==> src/common/can_swk_pkg.sv <==
// can_swk_pkg: constants and types for the selective wake mode controller.
// assumes a single 100 MHz clock and an 8-bit register port.
`default_nettype none

package can_swk_pkg;

  // ----------------------------------------------------------------
  // register port
  // ----------------------------------------------------------------
  localparam int ADDR_W = 4;
  localparam int DATA_W = 8;
  localparam logic [3:0] MODE_ADDR = 4'h0;   // mode field, bits 2:0
  localparam logic [3:0] STATUS_ADDR = 4'h1; // flags, read only
  localparam logic [3:0] CTRL_ADDR = 4'h2;   // config valid, error clear
  localparam logic [3:0] STATE_ADDR = 4'h3;  // one-hot transceiver state
  localparam logic [7:0] MODE_RESET = 8'h00;

  // status bit positions
  localparam int STAT_SIL_BIT = 0;
  localparam int STAT_SYNC_BIT = 1;
  localparam int STAT_ARMED_BIT = 2;
  localparam int STAT_ERR_BIT = 3;
  localparam int STAT_CFGV_BIT = 4;
  // control bit positions
  localparam int CTRL_CFGV_BIT = 0;
  localparam int CTRL_ERRCLR_BIT = 1;

  // ----------------------------------------------------------------
  // mode field codes
  // ----------------------------------------------------------------
  localparam logic [2:0] MODE_OFF0 = 3'h0;
  localparam logic [2:0] MODE_WK = 3'h1;
  localparam logic [2:0] MODE_RXO = 3'h2;
  localparam logic [2:0] MODE_NORM = 3'h3;
  localparam logic [2:0] MODE_OFF1 = 3'h4;
  localparam logic [2:0] MODE_SWK = 3'h5;
  localparam logic [2:0] MODE_RXO_SWK = 3'h6;
  localparam logic [2:0] MODE_NORM_SWK = 3'h7;

  // chip operating modes seen on chip_mode_i
  localparam logic [1:0] CHIP_NORMAL = 2'h0;
  localparam logic [1:0] CHIP_STOP = 2'h1;
  localparam logic [1:0] CHIP_SLEEP = 2'h2;
  localparam logic [1:0] CHIP_RESTART = 2'h3;

  // ----------------------------------------------------------------
  // timing
  // ----------------------------------------------------------------
  localparam int CLK_PERIOD_NS = 10;
  localparam int WAKE_FILTER_NS = 500; // dominant filter time, plain default
  localparam int WAKE_CNT_W = 8;
  localparam logic [7:0] WAKE_FILTER_CYC =
    8'((WAKE_FILTER_NS + CLK_PERIOD_NS - 1) / CLK_PERIOD_NS);

  // ----------------------------------------------------------------
  // state types
  // ----------------------------------------------------------------
  typedef enum logic [6:0] {
    XS_OFF = 7'h01, XS_ACTIVE = 7'h02, XS_WK = 7'h04, XS_WUF = 7'h08,
    XS_WUP1 = 7'h10, XS_WUP2 = 7'h20, XS_WOKEN = 7'h40
  } xcvr_state_type;

  typedef enum logic [3:0] {
    WS_IDLE = 4'h1, WS_DOM1 = 4'h2, WS_REC = 4'h4, WS_DOM2 = 4'h8
  } wup_state_type;

endpackage : can_swk_pkg

`default_nettype wire

==> src/core/can_swk_mode_ctrl.sv <==
// can_swk_mode_ctrl: transceiver mode decode, low-power mapping and status
// flags of a CAN transceiver with selective wake.
// assumes frame checker, error counter and silence timer sit outside and
// deliver one-cycle event pulses synchronous to clk_i.
//
// The implementer's own choices: the address-and-strobe port and the register addresses.
`timescale 1ns/1ps
`default_nettype none

module can_swk_mode_ctrl (
  input wire logic clk_i,
  input wire logic resetn_i,
  // register port
  input wire logic [3:0] addr_i,
  input wire logic [7:0] wdata_i,
  input wire logic wr_i,
  input wire logic rd_i,
  output logic [7:0] rdata_o,
  // chip operating mode
  input wire logic [1:0] chip_mode_i,
  // bus side events
  input wire logic frame_ok_i,        // frame without crc or stuff error
  input wire logic id_match_i,        // masked identifier matched
  input wire logic dlc_match_i,       // data_length_code equal
  input wire logic data_match_i,      // data mask hit
  input wire logic proto_err_i,       // protocol error seen
  input wire logic silence_expired_i, // silence timeout pulse
  input wire logic protocol_error_count_overflow_i,   // protocol_error_count overflow
  input wire logic bus_dominant_i,    // bus level
  input wire logic bus_rx_i,          // received bus bit
  input wire logic txd_i,             // transmit data from host
  // outputs
  output logic txd_bus_o,             // drive to bus, 1 = recessive
  output logic rxd_o,                 // receive data to host
  output logic wake_irq_o,            // wake interrupt pulse
  output logic restart_req_o          // restart request pulse
);

  // ----------------------------------------------------------------
  // state
  // ----------------------------------------------------------------
  typedef struct packed {
    can_swk_pkg::xcvr_state_type state; // operating state
    logic [2:0] mode;                   // programmed mode field
    logic sil;                          // bus_silence_flag
    logic sync;                         // frame-sync flag
    logic armed;                        // wake_armed_flag
    logic err;                          // config_or_overflow_error
    logic cfgv;                         // config_valid_bit
    logic [1:0] chip_prev;              // chip mode last cycle
    logic [7:0] rdata;                  // read data register
    logic irq;                          // wake interrupt pulse
    logic restart;                      // restart request pulse
    logic txd;                          // registered bus drive
    logic rxd;                          // registered receive data
  } ctl_type;

  ctl_type s;
  ctl_type n;

  logic wup_pulse;     // wake pattern found
  logic wake_frame;    // qualified wake_frame
  logic wup_enable;    // pattern detection running
  logic enter_stop;    // chip just entered stop
  logic enter_sleep;   // chip just entered sleep
  logic in_normal;     // chip in normal mode
  logic mode_wr;       // accepted mode write
  logic ctrl_wr;       // control write
  logic swk_on;        // selective wake enabled, no error

  // ----------------------------------------------------------------
  // decode helpers
  // ----------------------------------------------------------------
  // operating state for a mode code, error flag and chip mode
  function automatic can_swk_pkg::xcvr_state_type target_state(
    input logic [2:0] code, input logic err, input logic [1:0] chip);
    target_state = can_swk_pkg::XS_OFF;
    case (code)
      can_swk_pkg::MODE_WK: target_state = can_swk_pkg::XS_WK;
      can_swk_pkg::MODE_RXO: target_state = can_swk_pkg::XS_ACTIVE;
      can_swk_pkg::MODE_NORM: begin
        // normal code only operates wake-capable in stop
        if (chip == can_swk_pkg::CHIP_STOP) begin
          target_state = can_swk_pkg::XS_WK;
        end else begin
          target_state = can_swk_pkg::XS_ACTIVE;
        end
      end
      can_swk_pkg::MODE_SWK: begin
        // with error the wake runs without frame detection
        target_state = err ? can_swk_pkg::XS_WUP2 : can_swk_pkg::XS_WUF;
      end
      can_swk_pkg::MODE_RXO_SWK, can_swk_pkg::MODE_NORM_SWK: begin
        target_state = can_swk_pkg::XS_ACTIVE;
      end
      default: target_state = can_swk_pkg::XS_OFF;
    endcase
  endfunction : target_state

  // codes that carry selective wake
  function automatic logic is_swk(input logic [2:0] code);
    is_swk = code[2] && (code[1:0] != 2'b00);
  endfunction : is_swk

  // ----------------------------------------------------------------
  // combinational terms
  // ----------------------------------------------------------------
  assign in_normal = chip_mode_i == can_swk_pkg::CHIP_NORMAL;
  assign enter_stop = chip_mode_i == can_swk_pkg::CHIP_STOP &&
                      s.chip_prev != can_swk_pkg::CHIP_STOP;
  assign enter_sleep = chip_mode_i == can_swk_pkg::CHIP_SLEEP &&
                       s.chip_prev != can_swk_pkg::CHIP_SLEEP;
  assign mode_wr = wr_i && in_normal && addr_i == can_swk_pkg::MODE_ADDR;
  assign ctrl_wr = wr_i && addr_i == can_swk_pkg::CTRL_ADDR;
  assign swk_on = s.mode[2] && !s.err;
  assign wake_frame = frame_ok_i && id_match_i && dlc_match_i && data_match_i;
  assign wup_enable = s.state inside {can_swk_pkg::XS_WK, can_swk_pkg::XS_WUF,
                                      can_swk_pkg::XS_WUP1, can_swk_pkg::XS_WUP2};

  // wake pattern detector
  wake_pattern_detect u_wup (
    .clk_i(clk_i),
    .resetn_i(resetn_i),
    .enable_i(wup_enable),
    .bus_dominant_i(bus_dominant_i),
    .wake_pattern_o(wup_pulse)
  );

  // ----------------------------------------------------------------
  // next state
  // ----------------------------------------------------------------
  always_comb begin
    n = s;
    n.irq = 1'b0;
    n.restart = 1'b0;
    n.chip_prev = chip_mode_i;

    // software: control register, config valid and error clear
    if (ctrl_wr) begin
      n.cfgv = wdata_i[can_swk_pkg::CTRL_CFGV_BIT];
      if (wdata_i[can_swk_pkg::CTRL_ERRCLR_BIT]) begin
        n.err = 1'b0;
      end
    end

    // software: mode field, only in chip normal
    if (mode_wr) begin
      n.mode = wdata_i[2:0];
      // a woken transceiver stays woken until a different code arrives
      if (s.state != can_swk_pkg::XS_WOKEN || wdata_i[2:0] != s.mode) begin
        // entering a wake code runs the configuration check
        if (is_swk(wdata_i[2:0]) && !is_swk(s.mode)) begin
          if (s.cfgv) begin
            n.err = 1'b0;
            n.armed = 1'b1;
          end else begin
            n.err = 1'b1;
          end
        end
        n.state = target_state(wdata_i[2:0], n.err, chip_mode_i);
        if (n.state == can_swk_pkg::XS_WUP2) begin
          n.armed = 1'b1;
        end
      end
      if (!wdata_i[2]) begin
        n.armed = 1'b0;
      end
    end

    // stop entry: field untouched, state remapped unless woken
    if (enter_stop && s.state != can_swk_pkg::XS_WOKEN) begin
      n.state = target_state(s.mode, s.err, can_swk_pkg::CHIP_STOP);
    end

    // sleep entry: low bits rewritten, woken transceiver rearmed
    if (enter_sleep) begin
      // no dependency on the sync flag here
      case (s.mode)
        can_swk_pkg::MODE_RXO, can_swk_pkg::MODE_NORM: begin
          n.mode = can_swk_pkg::MODE_WK;
          n.state = can_swk_pkg::XS_WK;
        end
        can_swk_pkg::MODE_WK: n.state = can_swk_pkg::XS_WK;
        can_swk_pkg::MODE_SWK, can_swk_pkg::MODE_RXO_SWK,
        can_swk_pkg::MODE_NORM_SWK: begin
          n.mode = {s.mode[2], 2'b01};
          n.state = s.err ? can_swk_pkg::XS_WK : can_swk_pkg::XS_WUF;
          n.armed = !s.err;
        end
        default: n.state = can_swk_pkg::XS_OFF;
      endcase
    end

    // frame sync tracking; a clean frame wins over an error
    if (s.state == can_swk_pkg::XS_ACTIVE || s.state == can_swk_pkg::XS_WUF) begin
      if (proto_err_i) begin
        n.sync = 1'b0;
      end
      if (frame_ok_i) begin
        n.sync = 1'b1;
      end
    end

    // bus events per operating state
    case (s.state)
      can_swk_pkg::XS_ACTIVE: begin
        // bus traffic passes; wake block only watches
        if (swk_on && protocol_error_count_overflow_i) begin
          n.err = 1'b1;
          n.armed = 1'b0;
          n.irq = 1'b1;
        end else if (swk_on && wake_frame) begin
          n.irq = 1'b1;
          n.armed = 1'b0;
        end
      end
      can_swk_pkg::XS_WK: begin
        // plain wake-capable: any pattern wakes
        if (wup_pulse) begin
          n.state = can_swk_pkg::XS_WOKEN;
          n.irq = in_normal || chip_mode_i == can_swk_pkg::CHIP_STOP;
          n.restart = chip_mode_i == can_swk_pkg::CHIP_SLEEP;
        end
      end
      can_swk_pkg::XS_WUF: begin
        if (protocol_error_count_overflow_i) begin
          n.err = 1'b1;
          n.armed = 1'b0;
          n.state = can_swk_pkg::XS_WOKEN;
          n.irq = chip_mode_i != can_swk_pkg::CHIP_SLEEP;
          n.restart = chip_mode_i == can_swk_pkg::CHIP_SLEEP;
        end else if (wake_frame) begin
          n.armed = 1'b0;
          n.state = can_swk_pkg::XS_WOKEN;
          if (chip_mode_i == can_swk_pkg::CHIP_SLEEP) begin
            n.restart = 1'b1;
            n.cfgv = 1'b0;
          end else begin
            n.irq = 1'b1;
          end
        end else if (silence_expired_i) begin
          n.sil = 1'b1;
          n.state = can_swk_pkg::XS_WUP1;
        end
        if (wup_pulse) begin
          n.sil = 1'b0;
        end
      end
      can_swk_pkg::XS_WUP1: begin
        // a pattern after silence returns to frame detection
        if (wup_pulse) begin
          n.sil = 1'b0;
          n.state = can_swk_pkg::XS_WUF;
        end
      end
      can_swk_pkg::XS_WUP2: begin
        // after an error: no frame detection, pattern wakes
        if (wup_pulse) begin
          n.sil = 1'b0;
          n.armed = 1'b0;
          n.state = can_swk_pkg::XS_WOKEN;
          n.irq = chip_mode_i != can_swk_pkg::CHIP_SLEEP;
          n.restart = chip_mode_i == can_swk_pkg::CHIP_SLEEP;
        end else if (silence_expired_i) begin
          n.sil = 1'b1;
        end
      end
      default: begin
        // off and woken ignore bus events
      end
    endcase

    // bus drive: only a normal code transmits
    n.txd = (s.state == can_swk_pkg::XS_ACTIVE && s.mode[1:0] == 2'b11) ? txd_i : 1'b1;
    if (s.state == can_swk_pkg::XS_ACTIVE) begin
      n.rxd = bus_rx_i;
    end else begin
      n.rxd = !(s.state == can_swk_pkg::XS_WOKEN && !in_normal);
    end

    // read data, valid the cycle after the strobe
    n.rdata = 8'h00;
    if (rd_i) begin
      case (addr_i)
        can_swk_pkg::MODE_ADDR: n.rdata = {5'h00, s.mode};
        can_swk_pkg::STATUS_ADDR: n.rdata = {3'h0, s.cfgv, s.err, s.armed, s.sync, s.sil};
        can_swk_pkg::CTRL_ADDR: n.rdata = {7'h00, s.cfgv};
        can_swk_pkg::STATE_ADDR: n.rdata = {1'b0, s.state};
        default: n.rdata = 8'h00;
      endcase
    end
  end

  // register the state copy
  always_ff @(posedge clk_i) begin
    if (!resetn_i) begin
      s <= '{state: can_swk_pkg::XS_OFF, mode: can_swk_pkg::MODE_RESET[2:0],
             sil: 1'b0, sync: 1'b0, armed: 1'b0, err: 1'b0, cfgv: 1'b0,
             chip_prev: can_swk_pkg::CHIP_NORMAL, rdata: 8'h00, irq: 1'b0,
             restart: 1'b0, txd: 1'b1, rxd: 1'b1};
    end else begin
      s <= n;
    end
  end

  // ----------------------------------------------------------------
  // outputs
  // ----------------------------------------------------------------
  assign rdata_o = s.rdata;
  assign txd_bus_o = s.txd;
  assign rxd_o = s.rxd;
  assign wake_irq_o = s.irq;
  assign restart_req_o = s.restart;

  // ----------------------------------------------------------------
  // checks
  // ----------------------------------------------------------------
  property p_sil_set;
    @(posedge clk_i) disable iff (!resetn_i)
    s.state == can_swk_pkg::XS_WUP2 && silence_expired_i && !wup_pulse |=> s.sil;
  endproperty
  a_sil_set: assert property (p_sil_set) else $error("silence not flagged");

  property p_sil_clr;
    @(posedge clk_i) disable iff (!resetn_i)
    wup_pulse && s.state == can_swk_pkg::XS_WUP1 |=> !s.sil ##0 s.state == can_swk_pkg::XS_WUF;
  endproperty
  a_sil_clr: assert property (p_sil_clr) else $error("pattern left silence set");

  property p_sync_set;
    @(posedge clk_i) disable iff (!resetn_i)
    s.state == can_swk_pkg::XS_WUF && frame_ok_i |=> s.sync;
  endproperty
  a_sync_set: assert property (p_sync_set) else $error("sync not set");

  property p_sync_clr;
    @(posedge clk_i) disable iff (!resetn_i)
    s.state == can_swk_pkg::XS_ACTIVE && proto_err_i && !frame_ok_i |=> !s.sync;
  endproperty
  a_sync_clr: assert property (p_sync_clr) else $error("sync not cleared");

  property p_mode_locked;
    @(posedge clk_i) disable iff (!resetn_i)
    chip_mode_i == can_swk_pkg::CHIP_STOP && s.chip_prev == can_swk_pkg::CHIP_STOP |=> $stable(s.mode);
  endproperty
  a_mode_locked: assert property (p_mode_locked) else $error("mode changed in stop");

  property p_sleep_map;
    @(posedge clk_i) disable iff (!resetn_i)
    enter_sleep && s.mode == can_swk_pkg::MODE_NORM |=> s.mode == can_swk_pkg::MODE_WK && s.state == can_swk_pkg::XS_WK;
  endproperty
  a_sleep_map: assert property (p_sleep_map) else $error("sleep mapping wrong");

  property p_stop_keep;
    @(posedge clk_i) disable iff (!resetn_i)
    enter_stop && s.state != can_swk_pkg::XS_WOKEN && s.mode == can_swk_pkg::MODE_NORM
    |=> s.state == can_swk_pkg::XS_WK && s.mode == can_swk_pkg::MODE_NORM;
  endproperty
  a_stop_keep: assert property (p_stop_keep) else $error("stop mapping wrong");

  property p_frame_wake;
    @(posedge clk_i) disable iff (!resetn_i)
    s.state == can_swk_pkg::XS_WUF && wake_frame && !protocol_error_count_overflow_i && !ctrl_wr &&
    chip_mode_i == can_swk_pkg::CHIP_SLEEP && !enter_sleep
    |=> restart_req_o && !s.cfgv && !s.armed && s.err == $past(s.err) ##1 !restart_req_o;
  endproperty
  a_frame_wake: assert property (p_frame_wake) else $error("sleep wake frame handling wrong");

  property p_rx_only;
    @(posedge clk_i) disable iff (!resetn_i)
    s.state == can_swk_pkg::XS_ACTIVE && s.mode[1:0] == 2'b10 |=> txd_bus_o;
  endproperty
  a_rx_only: assert property (p_rx_only) else $error("receive-only drove bus");

endmodule : can_swk_mode_ctrl

`default_nettype wire

==> src/core/wake_pattern_detect.sv <==
// wake_pattern_detect: finds two filtered dominant phases split by recessive.
// assumes bus_dominant_i is synchronous to clk_i.
`timescale 1ns/1ps
`default_nettype none

module wake_pattern_detect (
  input wire logic clk_i,
  input wire logic resetn_i,
  input wire logic enable_i,        // detection armed
  input wire logic bus_dominant_i,  // bus level, 1 = dominant
  output logic wake_pattern_o       // one-cycle pulse
);

  // ----------------------------------------------------------------
  // state
  // ----------------------------------------------------------------
  typedef struct packed {
    can_swk_pkg::wup_state_type st;                  // phase tracker
    logic [can_swk_pkg::WAKE_CNT_W-1:0] cnt;         // dominant length
    logic hit;                                       // pattern pulse
  } wup_ctl_type;

  wup_ctl_type s;
  wup_ctl_type n;

  // next state: each dominant phase must reach the filter count
  always_comb begin
    n = s;
    n.hit = 1'b0;
    if (!enable_i) begin
      n.st = can_swk_pkg::WS_IDLE;
      n.cnt = '0;
    end else begin
      case (s.st)
        can_swk_pkg::WS_IDLE: begin
          if (bus_dominant_i) begin
            n.st = can_swk_pkg::WS_DOM1;
            n.cnt = 8'h01;
          end
        end
        can_swk_pkg::WS_DOM1: begin
          if (bus_dominant_i) begin
            // saturate at the filter count
            if (s.cnt < can_swk_pkg::WAKE_FILTER_CYC) begin
              n.cnt = s.cnt + 8'h01;
            end
          end else if (s.cnt >= can_swk_pkg::WAKE_FILTER_CYC) begin
            n.st = can_swk_pkg::WS_REC;
          end else begin
            n.st = can_swk_pkg::WS_IDLE; // too short, glitch
          end
        end
        can_swk_pkg::WS_REC: begin
          if (bus_dominant_i) begin
            n.st = can_swk_pkg::WS_DOM2;
            n.cnt = 8'h01;
          end
        end
        can_swk_pkg::WS_DOM2: begin
          if (!bus_dominant_i) begin
            n.st = can_swk_pkg::WS_IDLE;
          end else if (s.cnt >= can_swk_pkg::WAKE_FILTER_CYC - 8'h01) begin
            n.hit = 1'b1;
            n.st = can_swk_pkg::WS_IDLE;
          end else begin
            n.cnt = s.cnt + 8'h01;
          end
        end
        default: begin
          n.st = can_swk_pkg::WS_IDLE;
        end
      endcase
    end
  end

  // register the state copy
  always_ff @(posedge clk_i) begin
    if (!resetn_i) begin
      s <= '{st: can_swk_pkg::WS_IDLE, cnt: '0, hit: 1'b0};
    end else begin
      s <= n;
    end
  end

  assign wake_pattern_o = s.hit;

  // a pattern ends on a dominant cycle and the detector restarts
  property p_wup_end;
    @(posedge clk_i) disable iff (!resetn_i)
    wake_pattern_o |-> $past(bus_dominant_i) && s.st == can_swk_pkg::WS_IDLE;
  endproperty
  a_wup_end: assert property (p_wup_end) else $error("pattern pulse without dominant end");

endmodule : wake_pattern_detect

`default_nettype wire

==> config.mk <==
export PLATFORM = sky130hd
export DESIGN_NAME = can_swk_mode_ctrl
export DESIGN_NICKNAME = d
export VERILOG_FILES = /design/src/common/can_swk_pkg.sv /design/src/core/can_swk_mode_ctrl.sv /design/src/core/wake_pattern_detect.sv
export SDC_FILE = /design/constraint.sdc
export NUM_CORES = 1
export LEC_CHECK = 0
export BUFFER_PORTS_ARGS = -buffer_cell sky130_fd_sc_hd__buf_4
export CORE_MARGIN = 4
export CORE_UTILIZATION = 62
export DETAILED_ROUTE_END_ITERATION = 8
export GPL_ROUTABILITY_DRIVEN = 0
export GPL_TIMING_DRIVEN = 0
export PLACE_DENSITY = 0.86
export SETUP_SLACK_MARGIN = 0.2
export SLEW_MARGIN = 5
export SYNTH_ARGS = -nofsm -noshare
export SYNTH_HDL_FRONTEND = slang
export SYNTH_SLANG_ARGS = --single-unit
export TNS_END_PERCENT = 1
==> constraint.sdc <==
create_clock -name clk_i -period 3 [get_ports clk_i]
set_clock_uncertainty 0.05 [all_clocks]
set_input_delay 0.3 -clock clk_i [delete_from_list [all_inputs] [get_ports clk_i]]
set_output_delay 0.3 -clock clk_i [all_outputs]
set_load 0.005 [all_outputs]
### Word-level counts from Yosys, hierarchy flattened

Index checks and enable logic that the tools add are counted.

| word-level totals | value |
|---|---|
| word-level logic and storage cells | 194 |
| bits in read-only memories | 0 |
| memories | 0 |
| bits in latches | 0 |
| register bits | 42 |
| memory bits (writable) | 0 |
| input bits | 28 |

| operators by class | value |
|---|---|
| multiplexer cells | 80 |
| bitwise operators | 0 |
| divide/modulo/power cells | 0 |
| equality and inequality tests | 46 |
| shifts and indexed selects | 0 |
| $mul | 0 |
| add/sub/neg operators | 1 |
| magnitude comparators | 3 |
| reductions and logical operators | 47 |

Operators with widths:

| operator | count |
|---|---|
| 7-bit two-way mux | 9 |
| 1-bit two-way mux | 32 |
| 8-bit case mux with 4 select lines | 1 |
| 7-bit case mux with 4 select lines | 1 |
| 12-bit two-way mux | 2 |
| 8-bit two-way mux | 3 |
| 6-bit case mux with 4 select lines | 1 |
| 7-bit case mux with 3 select lines | 1 |
| 10-bit two-way mux | 2 |
| 2-bit two-way mux | 10 |
| 3-bit equality test (second input constant) | 6 |
| 2-bit != test (second input constant) | 9 |
| 6-bit case mux with 3 select lines | 1 |
| 1-bit logical AND | 17 |
| 8-bit by 6-bit >= comparator with 1-bit output (second input constant) | 2 |
| 4-bit two-way mux | 4 |
| 4-bit case mux with 4 select lines | 1 |
| 7-bit by 6-bit equality test with 1-bit output (second input constant) | 2 |
| 3-bit by 2-bit equality test with 1-bit output (second input constant) | 4 |
| 4-bit by 2-bit equality test with 1-bit output (second input constant) | 3 |
| 6-bit two-way mux | 2 |
| 4-bit AND reduction | 3 |
| 3-bit OR reduction | 4 |
| 9-bit two-way mux | 1 |
| 33 further kinds | 56 |

### Longest topological paths before layout

| depth | value |
|---|---|
| depth in word-level cells | 21 |
| depth in mapped cells | 7 |

### Cells and area by module

A second synthesis with hierarchy kept.

| second synthesis, totals | value |
|---|---|
| cell total of the unflattened synthesis | 306 |
| area, all modules | 2,622.5 um^2 |

By module, submodules not included:

| module | times used | cells each | area an instance (um^2) |
|---|---|---|---|
| can_swk_mode_ctrl | 1 | 223 | 1,850.5 |
| wake_pattern_detect | 1 | 83 | 772.0 |

### Least setup slack after synthesis

OpenSTA, ideal clock, no wires.

| timing path | value |
|---|---|
| path kind | flip-flop to flip-flop |
| start | reg u_wup.s[2] (netlist name) |
| end | reg u_wup.s[4] (netlist name) |
| path buffers | 0 |
| setup slack | 997 ps |
| stages on the path, launching flop included | 8 |
| setup time | 70 ps |
| data arrival time | 1,883 ps |
| cells stage by stage | dfxtp_1 -> inv_1 -> ha_1 -> nor4b_2 -> o21ai_2 -> a22o_4 -> or4_1 -> a21oi_1 |

| between the ends | value |
|---|---|
| longest elaborated chain between the ends | 4 |
| elaborated cells on any way between the ends | 11 |
| those cells by class | add/sub (1); order compare (2); eq/ne (2); mux (5); reduce/logical (1) |

RTL lines:

| element | line | text |
|---|---|---|
| start, declared | wake_pattern_detect.sv:23 | `wup_ctl_type s;` |
| start signal, assigned | wake_pattern_detect.sv:79 | `s <= '{st: can_swk_pkg::WS_IDLE, cnt: '0, hit: 1'b0};` |
| start signal, assigned | wake_pattern_detect.sv:81 | `s <= n;` |
| 8-bit by 1-bit adder with 8-bit output | wake_pattern_detect.sv:45, wake_pattern_detect.sv:66 |  |
| 8-bit two-way mux (on tied branches) | wake_pattern_detect.sv:62, wake_pattern_detect.sv:44 |  |
| 9-bit two-way mux / 8-bit two-way mux (equally long branches) | wake_pattern_detect.sv:60, wake_pattern_detect.sv:42 |  |
| 8-bit case mux with 4 select lines | wake_pattern_detect.sv:34 | `case (s.st)` |

Parallel ways exist; a longest one is shown, timed or not. The select of a mux whose other input is x is not followed.
A chain may end at the register's enable or synchronous reset.

### Worst setup path after layout

| timing path | value |
|---|---|
| start | reg s[27] (netlist name) |
| end | reg u_wup.s[10] (netlist name) |

| between the ends | value |
|---|---|
| longest elaborated chain between the ends | 3 |
| elaborated cells on any way between the ends | 6 |
| those cells by class | eq/ne (4); reduce/logical (2) |

RTL lines:

| element | line | text |
|---|---|---|
| start, declared | can_swk_mode_ctrl.sv:58 | `ctl_type s;` |
| start signal, assigned | can_swk_mode_ctrl.sv:297 | `s <= '{state: can_swk_pkg::XS_OFF, mode: can_swk_pkg::MODE_RESET[2:0],` |
| start signal, assigned | can_swk_mode_ctrl.sv:302 | `s <= n;` |
| 7-bit by 3-bit equality test with 1-bit output (tied with other cells) | can_swk_mode_ctrl.sv:117 | `assign wup_enable = s.state inside {can_swk_pkg::XS_WK, can_swk_pkg::XS_WUF,` |
| 4-bit nonzero test (*) | can_swk_mode_ctrl.sv:117 |  |
| 2-bit AND reduction (no source line) (*) | - |  |

Mark *: on every way between the ends. The rest lies on a longest branch, timed or not.

==> flow_metrics.py <==
metrics = {
    "yosys": {
        "synth_edf_count": 0,
        "ys_seq_area_share_pct": 30.4,
        "syn_inst": 343,
        "synth_seq_cells": 41,
        "ys_top_cells_by_area": "dfxtp_1, nand2_1, nor2_1",
        "ys.flop_type": "dfxtp_1",
        "synth_nets": 375,
        "synth_cell_types": 67,
        "synth_top_area_share_pct": 30.4,
        "ys_warn_count": 0,
        "yosys.area.top_type": "dfxtp_1",
        "yosysMostFrequentCell": "dfxtp_1",
        "synth_common_cells": "dfxtp_1, nand2_1, nor2_1",
        "syn_area_sq_um": 2700,
        "postSynthAreaPerCell_sq_um": 7.86,
        "ys_async_sr_fraction_pct": 0,
    },
    "floorplanning": {
        "fp.dieW_um": 74.0,
        "ioPinCount": 40,
        "die_h_um": 74.0,
        "floorplan.rows": 23,
        "die_area_sq_um": 5470,
        "initial_utilization_pct": 65.6,
        "core_sq_um": 4120,
    },
    "drt": {
        "wl_per_cell_um": 16.9,
        "met2WireLength_um": 3190,
        "antenna_left": 0,
        "finalWirelength_um": 7300,
        "wl_met3_um": 830,
        "drcViolationCount": 0,
        "firstDrtPassIters": 5,
        "vias": 2793,
        "wl_met1_um": 3140,
        "drtIter0Drc": 268,
        "top_layer_used": "met4",
        "via_per_inst": 6.47,
    },
    "power": {
        "p_per_area_nw_per_um2": 331,
        "leakagePower_nw": 1.12,
        "peakVddDrop_v": 0.000265,
    },
    "clocking": {
        "clk_latency_ns": 0.30,
        "clock-root-buffer": "clkbuf_8",
        "cts_sinks": 41,
        "cts_max_level": 2,
        "postCtsSetupBuffers": 0,
        "numCtsBuffers": 5,
        "cts_resized": 0,
        "clockBufferDepth": 2,
        "clkTransAtPathRegs_ns": 0.08,
        "cts_tree": "done",
        "hold_buffers": 0,
    },
    "worst_setup_path": {
        "start_kind": "register",
        "arrival_ns": 2.37,
        "path_max_fanout": 10,
        "worstSetupEndpointType": "register",
        "path_class": "reg -> reg",
        "r2r-end": "u_wup.s[10]$_SDFFE_PN0P_",
        "required_ns": 3.14,
        "reg2reg_from": "s[27]$_SDFF_PN0_",
        "reg2reg_slack_ns": 0.77,
        "reg2reg_depth": 6,
    },
    "place": {
        "dp_cells": 424,
        "place_hpwl_um": 5390,
        "placed_area_sq_um": 2990,
        "numPortBuffers": 31,
    },
    "grt": {
        "antenna_found_initial": 0,
        "grt_use_total_pct": 27.5,
        "globalRouteOverflowTotal": 0,
        "grt_max_degree": 13,
        "grt_pass1_wl_um": 11800,
        "grt_pass1_vias": 2437,
    },
    "final_layout": {
        "nNetsFinal": 413,
        "fillers": 341,
        "syn2layout_area_growth_pct": 14.0,
        "multiInputGateArea_sq_um": 1680,
        "seq_area_sq_um": 821,
        "fin_area_sq_um": 3080,
        "num_antenna_cells": 0,
        "final_cells": 432,
        "drive_gt1_share_pct": 18.3,
    },
    "sta": {
        "max_freq_mhz": 448,
        "finalMaxSlewViolations": 0,
        "slew_headroom_pct": 47.1,
        "fin_crit_ns": 2.23,
        "holdWs_ns": 0.143,
        "fin_setup_tns_ns": 0,
        "post-route-period-util_pct": 74.4,
        "rsz0062_at_grt": "false",
        "hold_viol_final": 0,
        "worstMarginPinSlew_ns": 0.786,
        "finalSetupViolCount": 0,
    },
    "min_path": {
        "min_path_type": "in -> reg",
        "whs_path_depth": 2,
        "hold-path-endpoint": "txd_bus_o$_SDFF_PN1_",
        "holdCritStartpoint": "txd_i",
    },
    "run": {
        "cap_violations": 0,
    },
    "status": {
        "status": "finished, final reports clean",
    },
}
==> cells in the final DEF (no fill, tap or decap), types with 3 or more instances in the layout <==
master / count
nor2_1: 33
nand2b_1: 9
dfxtp_1: 41
nand3b_1: 5
buf_4: 39
nand3_1: 15
nor4_1: 5
clkbuf_8: 5
nor4b_2: 4
o31ai_1: 3
or4_1: 4
nor3_1: 10
o311a_1: 3
clkbuf_1: 16
o211ai_1: 5
mux2i_1: 6
and3_1: 5
nor4b_1: 3
nand4_1: 5
a211oi_1: 3
buf_2: 6
ha_1: 4
nand4b_1: 4
o21a_1: 4
nor2b_1: 6
and2_1: 4
o21ai_0: 14
nand2_1: 34
o21ai_1: 5
a21oi_1: 12
a31oi_1: 3
a21boi_0: 5
xnor2_1: 5
inv_1: 11
==> registers in the layout, indices dropped and copies added, names as in the netlist <==
name and flops:
u_wup.s 12, wake_irq_o 1, restart_req_o 1, rxd_o 1
rdata_o 7, s 17, txd_bus_o 1, u_wup.wake_pattern_o 1
==> final cells by class <==
class,count,share of cell area [%]
clock inverter,2,0.325
timing repair buffer,31,7.57
inverter,11,1.34
buffer,30,5.13
sequential,41,26.7
clock buffer,6,2.36
tap,50,2.03
multi-input combinational,261,54.6
==> worst max-delay path by stage <==
stage                                        from                        to  slack (ns)
final                            s[27]$_SDFF_PN0_  u_wup.s[10]$_SDFFE_PN0P_        0.77
after global routing             s[25]$_SDFF_PN0_  u_wup.s[10]$_SDFFE_PN0P_        0.59
after CTS                 u_wup.s[2]$_SDFFE_PN0P_   u_wup.s[3]$_SDFFE_PN0P_        0.79
after detailed placement  u_wup.s[2]$_SDFFE_PN0P_   u_wup.s[3]$_SDFFE_PN0P_        0.82
after global placement    u_wup.s[2]$_SDFFE_PN0P_   u_wup.s[3]$_SDFFE_PN0P_        0.86
after floorplan           u_wup.s[2]$_SDFFE_PN0P_   u_wup.s[4]$_SDFFE_PN0P_         1.0
==> through the flow <==
| stage | power (mW) | setup slack (ns) | util (%) |
|---|---|---|---|
| 4_1_cts | 1.02 | 0.788 | 74.7 |
| 6_report | 1.02 | 0.768 | 74.7 |
| 2_1_floorplan | 0.631 | 0.997 | - |
| 3_3_place_gp | 0.676 | 0.862 | 72.7 |
| 3_5_place_dp | 0.678 | 0.821 | 72.7 |
| 5_1_grt | 1.05 | 0.586 | 74.7 |
==> metal layers <==
| layer | GRT usage (%) | up-vias |
|---|---|---|
| met1 | 40.3 | 1275 |
| li1 | - | 1318 |
| met4 | 7.85 | 0 |
| met3 | 4.46 | 19 |
| met2 | 41.7 | 181 |
| met5 | 0 | - |
==> critical path: stages (launching register included) <==
cell and delay (ns):
dfxtp_1 0.34, clkbuf_1 0.28, nor4b_1 0.54, a211oi_1 0.14
nor2_2 0.30, nand2_1 0.16, nor4_1 0.31
==> power by group <==
part,internal [mW],switching [mW]
clock,0.161,0.187
sequential,0.548,0.00313
combinational,0.0500,0.0689
==> cells by family (layout without fill, tap and decap cells) <==
family | Yosys count | after routing | synth area share [%]
XOR/XNOR | 7 | 7 | 2.27
other | 1 | 1 | 0.139
buffers and inverters | 41 | 80 | 7.37
AO/OA/AOI/OAI | 83 | 83 | 22.2
multiplexers | 8 | 8 | 3.48
adder cells (fa/ha/maj) | 4 | 4 | 1.86
flip-flops | 41 | 41 | 30.4
AND/OR/NAND/NOR | 158 | 158 | 32.3
Note: power is estimated with default switching activity, not from simulation.
